**src/rtl/flcl_pkg.sv**
```systemverilog
package flcl_pkg;
    // ------------------------------------------------------------
    // Bus and clock
    // ------------------------------------------------------------
    localparam int CLK_NS = 40;
    localparam int ADDR_W = 23;
    localparam int DATA_W = 16;
    localparam int WE_LOW_NS = 70;
    localparam int OE_ACCESS_NS = 120;
    // Least times round up to whole cycles
    localparam int WE_LOW_CYC = (WE_LOW_NS + CLK_NS - 1) / CLK_NS;
    localparam int OE_ACCESS_CYC = (OE_ACCESS_NS + CLK_NS - 1) / CLK_NS;
    localparam logic [2:0] WE_LOW_CNT = 3'(WE_LOW_CYC - 1);
    localparam logic [2:0] OE_ACCESS_CNT = 3'(OE_ACCESS_CYC - 1);

    // ------------------------------------------------------------
    // Command bytes
    // ------------------------------------------------------------
    localparam logic [7:0] CMD_READ_ARRAY = 8'hff;
    localparam logic [7:0] CMD_READ_ID = 8'h90;
    localparam logic [7:0] CMD_READ_STATUS = 8'h70;
    localparam logic [7:0] CMD_CLEAR_STATUS = 8'h50;
    localparam logic [7:0] CMD_CONFIG = 8'hb8;
    localparam logic [7:0] CMD_LOCK_SETUP = 8'h60;
    localparam logic [7:0] CMD_LOCK_SET_CONFIRM = 8'h01;
    localparam logic [7:0] CMD_LOCK_CLEAR_CONFIRM = 8'hd0;
    localparam logic [7:0] CMD_RCR_CONFIRM = 8'h03;

    // ------------------------------------------------------------
    // Field positions and reset values
    // ------------------------------------------------------------
    localparam int SR_READY_BIT = 7;
    localparam int SR_ERASE_ERR_BIT = 5;
    localparam int SR_PROG_ERR_BIT = 4;
    localparam int SR_PROGRAM_ENABLE_VOLTAGE_BIT = 3;
    localparam int SR_LOCK_BIT = 1;
    localparam int RCR_MODE_BIT = 16;
    localparam int CODE_ERASE_BIT = 0;
    localparam int CODE_PROG_BIT = 1;
    localparam logic [1:0] STS_MODE_RESET = 2'h0;

    typedef enum logic [2:0] {
        OP_CONFIG, OP_LOCK_SET, OP_LOCK_CLEAR, OP_READ_ID,
        OP_WRITE_RCR, OP_CLEAR_STATUS, OP_READ_STATUS, OP_READ_ARRAY
    } flcl_op_t;

    typedef enum logic [1:0] {
        RSP_OK, RSP_BUSY, RSP_BAD_CODE, RSP_DEV_ERR
    } flcl_rsp_t;
endpackage

```
**src/rtl/flcl_cyc_if.sv**
```systemverilog
`timescale 1ns/1ps
interface flcl_cyc_if;
    import flcl_pkg::*;
    logic req;
    logic wr;
    logic [ADDR_W-1:0] addr;
    logic [DATA_W-1:0] wdata;
    logic [DATA_W-1:0] rdata;
    logic done;
    modport master (output req, wr, addr, wdata, input rdata, done);
    modport slave (input req, wr, addr, wdata, output rdata, done);
endinterface

```
**src/rtl/flcl_ctrl.sv**
```systemverilog
`timescale 1ns/1ps
// Notes on behaviour
// - Host writes zero into read config bits 15 to 1.
// - Pin configuration is B8h then code 00h to 03h.
// - Host keeps configuration code bits 7 to 2 at zero.
// - Host configures only when ready, checking the ready bit first.
// - Lock set is 60h then confirm at block address; refused when busy.
// - Host repeats a clear aborted by a voltage fault.
// - Erase-type confirm cycle carries D0h with a block address.
module flcl_ctrl #(
    parameter int MAX_RETRY = 2
) (
    input wire logic clk,
    input wire logic nrst,
    input wire logic cmd_valid,
    input wire flcl_pkg::flcl_op_t cmd_op,
    input wire logic [flcl_pkg::ADDR_W-1:0] cmd_addr,
    input wire logic [7:0] cmd_data,
    output logic cmd_ready,
    output logic rsp_valid,
    output flcl_pkg::flcl_rsp_t rsp_code,
    output logic [flcl_pkg::DATA_W-1:0] rsp_data,
    output logic [1:0] sts_mode,
    output logic sts_ready,
    output logic done_pulse,
    output logic [flcl_pkg::ADDR_W-1:0] f_addr,
    output logic [flcl_pkg::DATA_W-1:0] f_dq_o,
    input wire logic [flcl_pkg::DATA_W-1:0] f_dq_i,
    output logic f_dq_oe,
    output logic f_ce_n,
    output logic f_oe_n,
    output logic f_we_n,
    output logic power_down_input_n,
    input wire logic status_output_pin
);
    import flcl_pkg::*;

    // The retry counter is three bits wide
    if (MAX_RETRY < 0 || MAX_RETRY > 7) begin : g_retry_bad
        $error("MAX_RETRY must lie in 0..7");
    end

    // ------------------------------------------------------------
    // Command sequencer
    // ------------------------------------------------------------
    typedef enum logic [3:0] {
        S_IDLE, S_CHK_W, S_CHK_R, S_W1, S_W2, S_POLL, S_CLRS, S_RD,
        S_EXIT
    } flcl_st_t;

    flcl_cyc_if cyc ();

    flcl_st_t st_r, st_nxt;
    flcl_op_t op_r, op_nxt;
    logic [ADDR_W-1:0] addr_r, addr_nxt, caddr_r, caddr_nxt;
    logic [7:0] data_r, data_nxt, sr_r, sr_nxt, cw;
    logic [DATA_W-1:0] cwdata_r, cwdata_nxt;
    logic [2:0] retry_r, retry_nxt;
    logic issued_r, issued_nxt, req_r, req_nxt, wr_r, wr_nxt, cwr;
    logic ready_r, ready_nxt, rv_r, rv_nxt;
    flcl_rsp_t rc_r, rc_nxt;
    logic [DATA_W-1:0] rd_r, rd_nxt;
    logic [1:0] mode_r, mode_nxt;
    logic prev_r, prev_nxt, sready_r, sready_nxt, dp_r, dp_nxt;
    logic rp_n_r, sr_fault;
    logic [ADDR_W-1:0] rcr_addr, ca;

    // Reserved bits 15..1 stay zero; only the mode bit is driven
    always_comb begin
        rcr_addr = '0;
        rcr_addr[RCR_MODE_BIT] = data_r[0];
    end

    assign sr_fault = cyc.rdata[SR_ERASE_ERR_BIT]
        | cyc.rdata[SR_PROG_ERR_BIT] | cyc.rdata[SR_PROGRAM_ENABLE_VOLTAGE_BIT]
        | cyc.rdata[SR_LOCK_BIT];

    // Byte and direction of the bus cycle owned by each state
    always_comb begin
        cw = CMD_READ_STATUS;
        cwr = 1'b1;
        ca = (op_r == OP_WRITE_RCR) ? rcr_addr : addr_r;
        case (st_r)
            S_CHK_W: cw = CMD_READ_STATUS;
            S_W1: begin
                case (op_r)
                    OP_CONFIG: cw = CMD_CONFIG;
                    OP_READ_ID: cw = CMD_READ_ID;
                    OP_CLEAR_STATUS: cw = CMD_CLEAR_STATUS;
                    OP_READ_ARRAY: cw = CMD_READ_ARRAY;
                    default: cw = CMD_LOCK_SETUP;
                endcase
            end
            S_W2: begin
                case (op_r)
                    OP_CONFIG: cw = data_r;
                    OP_LOCK_SET: cw = CMD_LOCK_SET_CONFIRM;
                    OP_LOCK_CLEAR: cw = CMD_LOCK_CLEAR_CONFIRM;
                    default: cw = CMD_RCR_CONFIRM;
                endcase
            end
            S_CLRS: cw = CMD_CLEAR_STATUS;
            S_EXIT: cw = CMD_READ_ARRAY;
            default: cwr = 1'b0;
        endcase
    end

    always_comb begin
        st_nxt = st_r;
        op_nxt = op_r;
        addr_nxt = addr_r;
        data_nxt = data_r;
        sr_nxt = sr_r;
        retry_nxt = retry_r;
        issued_nxt = issued_r;
        req_nxt = 1'b0;
        wr_nxt = wr_r;
        caddr_nxt = caddr_r;
        cwdata_nxt = cwdata_r;
        ready_nxt = ready_r;
        rv_nxt = 1'b0;
        rc_nxt = rc_r;
        rd_nxt = rd_r;
        mode_nxt = mode_r;
        if (st_r != S_IDLE && !issued_r) begin
            req_nxt = 1'b1;
            issued_nxt = 1'b1;
            wr_nxt = cwr;
            caddr_nxt = ca;
            cwdata_nxt = {8'h00, cw};
        end
        case (st_r)
            S_IDLE: begin
                // Ready rises on the first edge after reset
                ready_nxt = 1'b1;
                if (cmd_valid && ready_r) begin
                    op_nxt = cmd_op;
                    addr_nxt = cmd_addr;
                    data_nxt = cmd_data;
                    retry_nxt = 3'h0;
                    ready_nxt = 1'b0;
                    case (cmd_op)
                        OP_CONFIG: begin
                            if (cmd_data[7:2] != 6'h00) begin
                                rc_nxt = RSP_BAD_CODE;
                                rv_nxt = 1'b1;
                                ready_nxt = 1'b1;
                            end else begin
                                st_nxt = S_CHK_W;
                            end
                        end
                        OP_LOCK_SET, OP_LOCK_CLEAR,
                        OP_READ_STATUS: st_nxt = S_CHK_W;
                        default: st_nxt = S_W1;
                    endcase
                end
            end
            default: begin
                if (issued_r && cyc.done) begin
                    issued_nxt = 1'b0;
                    case (st_r)
                        S_CHK_W: st_nxt = S_CHK_R;
                        S_CHK_R: begin
                            sr_nxt = cyc.rdata[7:0];
                            if (op_r == OP_READ_STATUS) begin
                                rd_nxt = cyc.rdata;
                                rc_nxt = RSP_OK;
                                st_nxt = S_IDLE;
                            end else if (!cyc.rdata[SR_READY_BIT]) begin
                                // Refused after the 70h status read; no byte of the command itself reaches the device
                                rc_nxt = RSP_BUSY;
                                st_nxt = S_IDLE;
                            end else begin
                                st_nxt = S_W1;
                            end
                        end
                        S_W1: begin
                            if (op_r == OP_CLEAR_STATUS) begin
                                rc_nxt = RSP_OK;
                                st_nxt = S_IDLE;
                            end else if (op_r == OP_READ_ID
                                         || op_r == OP_READ_ARRAY) begin
                                st_nxt = S_RD;
                            end else begin
                                st_nxt = S_W2;
                            end
                        end
                        S_W2: begin
                            if (op_r == OP_LOCK_SET
                                || op_r == OP_LOCK_CLEAR) begin
                                st_nxt = S_POLL;
                            end else begin
                                if (op_r == OP_CONFIG) begin
                                    mode_nxt = data_r[1:0];
                                end
                                rc_nxt = RSP_OK;
                                st_nxt = S_IDLE;
                            end
                        end
                        S_POLL: begin
                            // Device answers status until ready is set
                            if (cyc.rdata[SR_READY_BIT]) begin
                                sr_nxt = cyc.rdata[7:0];
                                rd_nxt = cyc.rdata;
                                if (op_r == OP_LOCK_CLEAR && sr_fault
                                    && retry_r < 3'(MAX_RETRY)) begin
                                    retry_nxt = retry_r + 3'h1;
                                    st_nxt = S_CLRS;
                                end else begin
                                    rc_nxt = sr_fault ? RSP_DEV_ERR
                                                      : RSP_OK;
                                    st_nxt = S_IDLE;
                                end
                            end
                        end
                        S_CLRS: st_nxt = S_W1;
                        S_RD: begin
                            rd_nxt = cyc.rdata;
                            rc_nxt = RSP_OK;
                            st_nxt = (op_r == OP_READ_ID) ? S_EXIT : S_IDLE;
                        end
                        S_EXIT: st_nxt = S_IDLE;
                        default: st_nxt = S_IDLE;
                    endcase
                    if (st_nxt == S_IDLE) begin
                        rv_nxt = 1'b1;
                        ready_nxt = 1'b1;
                    end
                end
            end
        endcase
    end

    // ------------------------------------------------------------
    // Status pin watcher
    // ------------------------------------------------------------
    // Pulse mode: a low then high on the pin marks one completion.
    // Pulses shorter than a clock period may be missed.
    always_comb begin
        prev_nxt = status_output_pin;
        dp_nxt = (mode_r != STS_MODE_RESET) && !prev_r
                 && status_output_pin;
        sready_nxt = (mode_r == STS_MODE_RESET) ? status_output_pin
                                                : sready_r;
    end

    always_ff @(posedge clk or negedge nrst) begin
        if (!nrst) begin
            st_r <= S_IDLE;
            op_r <= OP_CONFIG;
            addr_r <= '0;
            data_r <= 8'h00;
            sr_r <= 8'h00;
            retry_r <= 3'h0;
            issued_r <= 1'b0;
            req_r <= 1'b0;
            wr_r <= 1'b0;
            caddr_r <= '0;
            cwdata_r <= '0;
            ready_r <= 1'b0;
            rv_r <= 1'b0;
            rc_r <= RSP_OK;
            rd_r <= '0;
            mode_r <= STS_MODE_RESET;
            prev_r <= 1'b1;
            sready_r <= 1'b0;
            dp_r <= 1'b0;
            rp_n_r <= 1'b0;
        end else begin
            st_r <= st_nxt;
            op_r <= op_nxt;
            addr_r <= addr_nxt;
            data_r <= data_nxt;
            sr_r <= sr_nxt;
            retry_r <= retry_nxt;
            issued_r <= issued_nxt;
            req_r <= req_nxt;
            wr_r <= wr_nxt;
            caddr_r <= caddr_nxt;
            cwdata_r <= cwdata_nxt;
            ready_r <= ready_nxt;
            rv_r <= rv_nxt;
            rc_r <= rc_nxt;
            rd_r <= rd_nxt;
            mode_r <= mode_nxt;
            prev_r <= prev_nxt;
            sready_r <= sready_nxt;
            dp_r <= dp_nxt;
            rp_n_r <= 1'b1;
        end
    end

    assign cyc.req = req_r;
    assign cyc.wr = wr_r;
    assign cyc.addr = caddr_r;
    assign cyc.wdata = cwdata_r;

    flcl_bus_cycle u_cycle (
        .clk(clk),
        .nrst(nrst),
        .cyc(cyc.slave),
        .f_addr(f_addr),
        .f_dq_o(f_dq_o),
        .f_dq_i(f_dq_i),
        .f_dq_oe(f_dq_oe),
        .f_ce_n(f_ce_n),
        .f_oe_n(f_oe_n),
        .f_we_n(f_we_n)
    );

    assign cmd_ready = ready_r;
    assign rsp_valid = rv_r;
    assign rsp_code = rc_r;
    assign rsp_data = rd_r;
    assign sts_mode = mode_r;
    assign sts_ready = sready_r;
    assign done_pulse = dp_r;
    // Power-down input held low through reset restores level mode
    assign power_down_input_n = rp_n_r;

    // ------------------------------------------------------------
    // Checks
    // ------------------------------------------------------------
    a_cfg_code_clean: assert property (@(posedge clk) disable iff (!nrst)
        (req_r && st_r == S_W2 && op_r == OP_CONFIG)
        |-> cwdata_r[7:2] == 6'h00)
        else $error("reserved code bits sent");
    a_rcr_reserved: assert property (@(posedge clk) disable iff (!nrst)
        (req_r && op_r == OP_WRITE_RCR) |-> caddr_r[15:1] == 15'h0000)
        else $error("reserved read config bits sent");
    a_cfg_when_ready: assert property (@(posedge clk) disable iff (!nrst)
        (req_r && st_r == S_W1 && op_r == OP_CONFIG) |-> sr_r[7])
        else $error("configuration issued while busy");
    a_cfg_two_cycle: assert property (@(posedge clk) disable iff (!nrst)
        (req_r && st_r == S_W1 && op_r == OP_CONFIG)
        |-> ##[1:30] (req_r && cwdata_r[7:0] == data_r))
        else $error("configuration code not sent");
    a_lock_set_pair: assert property (@(posedge clk) disable iff (!nrst)
        (req_r && st_r == S_W1 && op_r == OP_LOCK_SET)
        |-> sr_r[7] ##[1:30] (req_r && caddr_r == addr_r
            && cwdata_r[7:0] == CMD_LOCK_SET_CONFIRM))
        else $error("lock set confirm missing");
    a_clear_confirm: assert property (@(posedge clk) disable iff (!nrst)
        (req_r && st_r == S_W1 && op_r == OP_LOCK_CLEAR)
        |-> ##[1:30] (req_r && caddr_r == addr_r
            && cwdata_r[7:0] == CMD_LOCK_CLEAR_CONFIRM))
        else $error("clear confirm missing");
    a_clear_retry: assert property (@(posedge clk) disable iff (!nrst)
        (st_r == S_POLL && cyc.done && op_r == OP_LOCK_CLEAR
         && cyc.rdata[SR_READY_BIT] && sr_fault
         && retry_r < 3'(MAX_RETRY)) |=> st_r == S_CLRS ##[1:30] st_r == S_W1)
        else $error("aborted clear not repeated");
    a_mode_update: assert property (@(posedge clk) disable iff (!nrst)
        (st_r == S_W2 && cyc.done && op_r == OP_CONFIG)
        |=> mode_r == $past(data_r[1:0]) && rsp_valid)
        else $error("pin mode not tracked");
    a_busy_refused: assert property (@(posedge clk) disable iff (!nrst)
        (st_r == S_CHK_R && cyc.done && !cyc.rdata[SR_READY_BIT]
         && op_r != OP_READ_STATUS)
        |=> rsp_valid && rsp_code == RSP_BUSY && $stable(mode_r))
        else $error("busy refusal wrong");
endmodule

```
**src/rtl/flcl_bus_cycle.sv**
```systemverilog
`timescale 1ns/1ps
module flcl_bus_cycle (
    input wire logic clk,
    input wire logic nrst,
    flcl_cyc_if.slave cyc,
    output logic [flcl_pkg::ADDR_W-1:0] f_addr,
    output logic [flcl_pkg::DATA_W-1:0] f_dq_o,
    input wire logic [flcl_pkg::DATA_W-1:0] f_dq_i,
    output logic f_dq_oe,
    output logic f_ce_n,
    output logic f_oe_n,
    output logic f_we_n
);
    import flcl_pkg::*;

    typedef enum logic [1:0] {C_IDLE, C_SETUP, C_STROBE, C_HOLD} flcl_cst_t;

    flcl_cst_t st_r, st_nxt;
    logic [2:0] cnt_r, cnt_nxt;
    logic wr_r, wr_nxt;
    logic [ADDR_W-1:0] addr_r, addr_nxt;
    logic [DATA_W-1:0] dq_r, dq_nxt, rd_r, rd_nxt;
    logic oe_r, oe_nxt, ce_n_r, ce_n_nxt;
    logic oe_n_r, oe_n_nxt, we_n_r, we_n_nxt, done_r, done_nxt;

    always_comb begin
        st_nxt = st_r;
        cnt_nxt = cnt_r;
        wr_nxt = wr_r;
        addr_nxt = addr_r;
        dq_nxt = dq_r;
        rd_nxt = rd_r;
        oe_nxt = oe_r;
        ce_n_nxt = ce_n_r;
        oe_n_nxt = oe_n_r;
        we_n_nxt = we_n_r;
        done_nxt = 1'b0;
        case (st_r)
            C_IDLE: begin
                if (cyc.req) begin
                    wr_nxt = cyc.wr;
                    addr_nxt = cyc.addr;
                    dq_nxt = cyc.wdata;
                    oe_nxt = cyc.wr;
                    ce_n_nxt = 1'b0;
                    st_nxt = C_SETUP;
                end
            end
            C_SETUP: begin
                // Only single reads: each access is one full cycle
                if (wr_r) begin
                    we_n_nxt = 1'b0;
                    cnt_nxt = WE_LOW_CNT;
                end else begin
                    oe_n_nxt = 1'b0;
                    cnt_nxt = OE_ACCESS_CNT;
                end
                st_nxt = C_STROBE;
            end
            C_STROBE: begin
                if (cnt_r == 3'h0) begin
                    if (!wr_r) begin
                        rd_nxt = f_dq_i;
                    end
                    we_n_nxt = 1'b1;
                    oe_n_nxt = 1'b1;
                    st_nxt = C_HOLD;
                end else begin
                    cnt_nxt = cnt_r - 3'h1;
                end
            end
            C_HOLD: begin
                ce_n_nxt = 1'b1;
                oe_nxt = 1'b0;
                done_nxt = 1'b1;
                st_nxt = C_IDLE;
            end
            default: st_nxt = C_IDLE;
        endcase
    end

    always_ff @(posedge clk or negedge nrst) begin
        if (!nrst) begin
            st_r <= C_IDLE;
            cnt_r <= 3'h0;
            wr_r <= 1'b0;
            addr_r <= '0;
            dq_r <= '0;
            rd_r <= '0;
            oe_r <= 1'b0;
            ce_n_r <= 1'b1;
            oe_n_r <= 1'b1;
            we_n_r <= 1'b1;
            done_r <= 1'b0;
        end else begin
            st_r <= st_nxt;
            cnt_r <= cnt_nxt;
            wr_r <= wr_nxt;
            addr_r <= addr_nxt;
            dq_r <= dq_nxt;
            rd_r <= rd_nxt;
            oe_r <= oe_nxt;
            ce_n_r <= ce_n_nxt;
            oe_n_r <= oe_n_nxt;
            we_n_r <= we_n_nxt;
            done_r <= done_nxt;
        end
    end

    assign f_addr = addr_r;
    assign f_dq_o = dq_r;
    assign f_dq_oe = oe_r;
    assign f_ce_n = ce_n_r;
    assign f_oe_n = oe_n_r;
    assign f_we_n = we_n_r;
    assign cyc.rdata = rd_r;
    assign cyc.done = done_r;

    a_we_width: assert property (@(posedge clk) disable iff (!nrst)
        $fell(f_we_n) |-> !f_we_n [*2] ##1 f_we_n)
        else $error("write strobe width wrong");
    a_oe_width: assert property (@(posedge clk) disable iff (!nrst)
        $fell(f_oe_n) |-> !f_oe_n [*3] ##1 f_oe_n)
        else $error("read strobe width wrong");
    a_dq_dir: assert property (@(posedge clk) disable iff (!nrst)
        (!f_we_n |-> f_dq_oe) and (!f_oe_n |-> !f_dq_oe))
        else $error("data direction wrong");
endmodule

```
**config.mk**
```make
export PLATFORM = sky130hd
export DESIGN_NAME = flcl_ctrl
export DESIGN_NICKNAME = d
export VERILOG_FILES = /design/src/rtl/flcl_pkg.sv /design/src/rtl/flcl_cyc_if.sv /design/src/rtl/flcl_ctrl.sv /design/src/rtl/flcl_bus_cycle.sv
export SDC_FILE = /design/constraint.sdc
export NUM_CORES = 1
export LEC_CHECK = 0
export ABC_AREA = 1
export ABC_CLOCK_PERIOD_IN_PS = 2000
export BUFFER_PORTS_ARGS = -buffer_cell sky130_fd_sc_hd__buf_2
export CAP_MARGIN = 20
export CORE_ASPECT_RATIO = 1.25
export CORE_MARGIN = 2
export CORE_UTILIZATION = 35
export DETAILED_ROUTE_END_ITERATION = 8
export PLACE_DENSITY_LB_ADDON = 0.08
export REMOVE_ABC_BUFFERS = 1
export SYNTH_ARGS = -nofsm -noshare
export SYNTH_HDL_FRONTEND = slang
export SYNTH_SLANG_ARGS = --single-unit
```
**constraint.sdc**
```tcl
create_clock -name clk -period 2 [get_ports clk]
set_input_delay 0.3 -clock clk [delete_from_list [all_inputs] [get_ports clk]]
set_output_delay 0.3 -clock clk [all_outputs]
set_load 0.02 [all_outputs]
```
==> out/qor.tcl <==
set qor(io_buffer_count) 113
set qor(ys_types) 33
set qor(post-place-cells) 1093
set qor(ys_seq_elements) 159
set qor(floorplan.core_area_um2) 19260
set qor(tritoncts) {yes}
set qor(finalHoldViolCount) 0
set qor(gr-usage-all-layers) 0.1682
set qor(post_dp_cell_area_um2) 7684
set qor(globalRoute.totalOverflow) 0
set qor(cts-root-buf) {clkbuf_16}
set qor(timing.critical_path.to_type) {flip-flop}
set qor(crit_fanout) 21
set qor(detail_route.drc_violations) 0
set qor(grt_start_max_net_pins) 66
set qor(finalWorstPathRequiredPeriod_ps) 1766
set qor(totalWireLength_um) 16410
set qor(initial_cell_density_of_the_core) 0.3528
set qor(floorplan.die.width_um) 128.6
set qor(drt_pre_antenna_iters) 4
set qor(numClockSinks) 159
set qor(vias_in_the_first_global_route) 5409
set qor(final_nets) 939
set qor(worst_path_dominant_cell_family) {simple AND/OR/NAND/NOR gates}
set qor(rsz0062_at_grt) {no}
set qor(worstPathRequired_ps) 2300
set qor(num_vias) 5293
set qor(gp_routability_congestion) 0.8131
set qor(worstSetupStartpointType) {flip-flop}
set qor(avgSynthCellArea_um2) 8.963
set qor(yosysSeqAreaShare) 0.5864
set qor(run_status) {finished, final reports clean}
set qor(detail_route.wl_per_cell_um) 14.57
set qor(grt_pass1_wl_um) 27100
set qor(clock-skew-final_ps) 9.391
set qor(slowest_stage_cell_on_the_critical_path) {dfrtp_1}
set qor(layout.cells.most_common) {nand2_1}
set qor(growth_of_design_area_from_synthesis_to_finish_pct) 22.10
set qor(slew_headroom) 0.6593
set qor(max_frequency_ghz) 0.5664
set qor(layout-drive-gt1-share) 0.2247
set qor(cts-buffers-inserted) 17
set qor(fillCellCount) 1966
set qor(postSynthCellCount) 758
set qor(yosys_warnings) 0
set qor(drtIter0Drc) 282
set qor(clkTransAtPathRegs_ps) 60
set qor(final-instance-count-excl-fill) 1126
set qor(floorplan_die_area_um2) 20550
set qor(setup-tns-final_ps) 0
set qor(crit_path_category) {reg2reg}
set qor(cts_buffer_depth) 2
set qor(final_area_um2) 8295
set qor(place.detailed.hpwl_um) 11790
set qor(fp-row-count) 57
set qor(layout.cells.most_common_list) {nand2_1, dfrtp_1, buf_2}
set qor(timing.hold.ws_ps) 78.45
set qor(io-pin-count) 122
set qor(cell_with_the_most_instances_on_the_worst_path) {nand2_1}
set qor(cts_htree_levels) 4
set qor(irDropWorstVdd_mv) 0.5953
set qor(worstSkewPairLatency_ps) 420
set qor(synth_area_um2) 6794
set qor(floorplan.die.height_um) 159.8
set qor(tightestPinTransition_ps) 511.0
set qor(timing.final.setup_violations) 0
set qor(number_of_antenna_violations_at_the_first_check_in_global_routing) 0
set qor(critPathArrivalTime_ps) 2060
set qor(max_stage_delay_ps) 400
set qor(crit_buf_inv) 1
set qor(fin_crit_sh) 0.8828
set qor(max-cap-violations) 0
set qor(power.total_w) 0.01294
set qor(power.density_nw_per_um2) 1560
set qor(path_cells) {nor2_1, nand2_1, o21ai_1, nand2_4, nor2_4, inv_2, nand2_1, o21ai_2}
set qor(leakage_nw) 4.349
set qor(route.antenna.remaining_nets) 0
set qor(timing.final.max_slew_violations) 0
set qor(antenna_cells) 0
set qor(worst_hold_path_type) {in2reg}
set qor(post-cts-setup-buffers) 0
set qor(avgViaCountPerCell) 4.701
[flip-flops by register name, indices dropped and copies added (netlist names), 2 cells and up, named ones only]
name               flops
u_cycle.f_addr        23
rsp_code               2
addr_r                23
data_r                 8
rsp_data              16
caddr_r               23
op_r                   3
u_cycle.cyc.rdata     16
cwdata_r               8
u_cycle.f_dq_o         8
sts_mode               2
st_r                   4
u_cycle.st_r           2
u_cycle.cnt_r          3
retry_r                3
[cell type report]
cell class,instances,area [um^2],area share
Clock inverter,8,103.9,0.01252
Clock buffer,23,488.0,0.05882
Inverter,86,327.8,0.03952
Timing Repair Buffer,131,787.0,0.09487
Tap cell,236,295.3,0.03560
Multi-Input combinational cell,483,2310,0.2784
Sequential cell,159,3984,0.4802
[per-layer routing]
layer / routed length (um) / vias up / GRT usage / part of all wire
met5: 0 / - / 0 / 0
met4: 271 / 0 / 0.05583 / 0.017
met3: 620 / 19 / 0.03786 / 0.038
met2: 8317 / 110 / 0.2868 / 0.51
met1: 7195 / 2537 / 0.2106 / 0.44
li1: - / 2627 / - / -
[kinds of logic after synthesis]
group | count (synthesis) | share of synthesized area
AOI/OAI and AO/OA | 131 | 0.1020
muxes | 12 | 0.01989
other | 2 | 0.001105
buffers and inverters | 123 | 0.07790
adders and majority gates | 7 | 0.01289
and+or+nand+nor | 324 | 0.1998
DFF | 159 | 0.5864
[synth_stat cells]
master | instances | share of area
buf_2 | 8 | 0.0059
a21oi_1 | 16 | 0.012
inv_2 | 5 | 0.0028
o22ai_1 | 2 | 0.0018
nor2_8 | 1 | 0.0029
nor3_1 | 2 | 0.0015
buf_6 | 1 | 0.0017
buf_4 | 12 | 0.013
nand3_1 | 40 | 0.029
nor2_4 | 2 | 0.0033
nand2_1 | 224 | 0.12
nor2_1 | 41 | 0.023
o211ai_1 | 2 | 0.0022
o21ai_2 | 5 | 0.0064
ha_1 | 7 | 0.013
o21ai_1 | 5 | 0.0037
nand3_4 | 1 | 0.0026
mux2_2 | 12 | 0.020
dfstp_2 | 4 | 0.015
inv_1 | 79 | 0.044
inv_4 | 2 | 0.0018
nor2_2 | 3 | 0.0028
a211oi_1 | 3 | 0.0033
nand2_4 | 2 | 0.0033
a22oi_1 | 1 | 0.0011
a31oi_1 | 1 | 0.00092
nand4_1 | 3 | 0.0028
o21ai_0 | 96 | 0.071
nand2_2 | 4 | 0.0037
dfrtp_1 | 155 | 0.57
nor3b_1 | 1 | 0.0011
conb_1 | 2 | 0.0011
clkbuf_1 | 16 | 0.0088
[worst paths after layout]
check                                from  depth (start not counted)                end  slack (ps)
setup / recovery                  st_r[3]                          8        rsp_data[4]         230
hold / removal                cmd_addr[1]                          3          addr_r[1]          80
setup reg to reg                  st_r[3]                          8        rsp_data[4]         230
hold reg to reg            u_cycle.f_ce_n                          2     u_cycle.f_ce_n         470
max in group asynchronous            nrst                          3  u_cycle.f_addr[5]         950
min in group asynchronous            nrst                          2        caddr_r[15]         390
[per-stage QoR]
step | setup WS (ps) | util
after CTS | 216.3 | 0.4308
after floorplan | 77.25 | -
final | 234.5 | 0.4308
after detailed placement | 236.4 | 0.3990
after global routing | 69.43 | 0.4308
after global placement | 282.3 | 0.3990
[worst register-to-register path, cell delays in order, from the launching register on]
cell	delay [ps]
dfrtp_1	400
nor2_1	290
nand2_1	160
o21ai_1	260
nand2_4	90
nor2_4	90
inv_2	170
nand2_1	130
o21ai_2	60
[timing repair]
action | in CTS | in global routing
hold buffers | 2 | 0
resized for setup | 0 | 0
hold endpoints to repair | 44 | 0
[where the power goes]
group / leakage, nW / switching, W / internal (W)
clock network: 0.290 / 0.00128 / 0.00197
registers: 2.01 / 0.000692 / 0.00451
logic: 2.04 / 0.00293 / 0.00155
No activity file was read; power rests on OpenSTA's default activity.
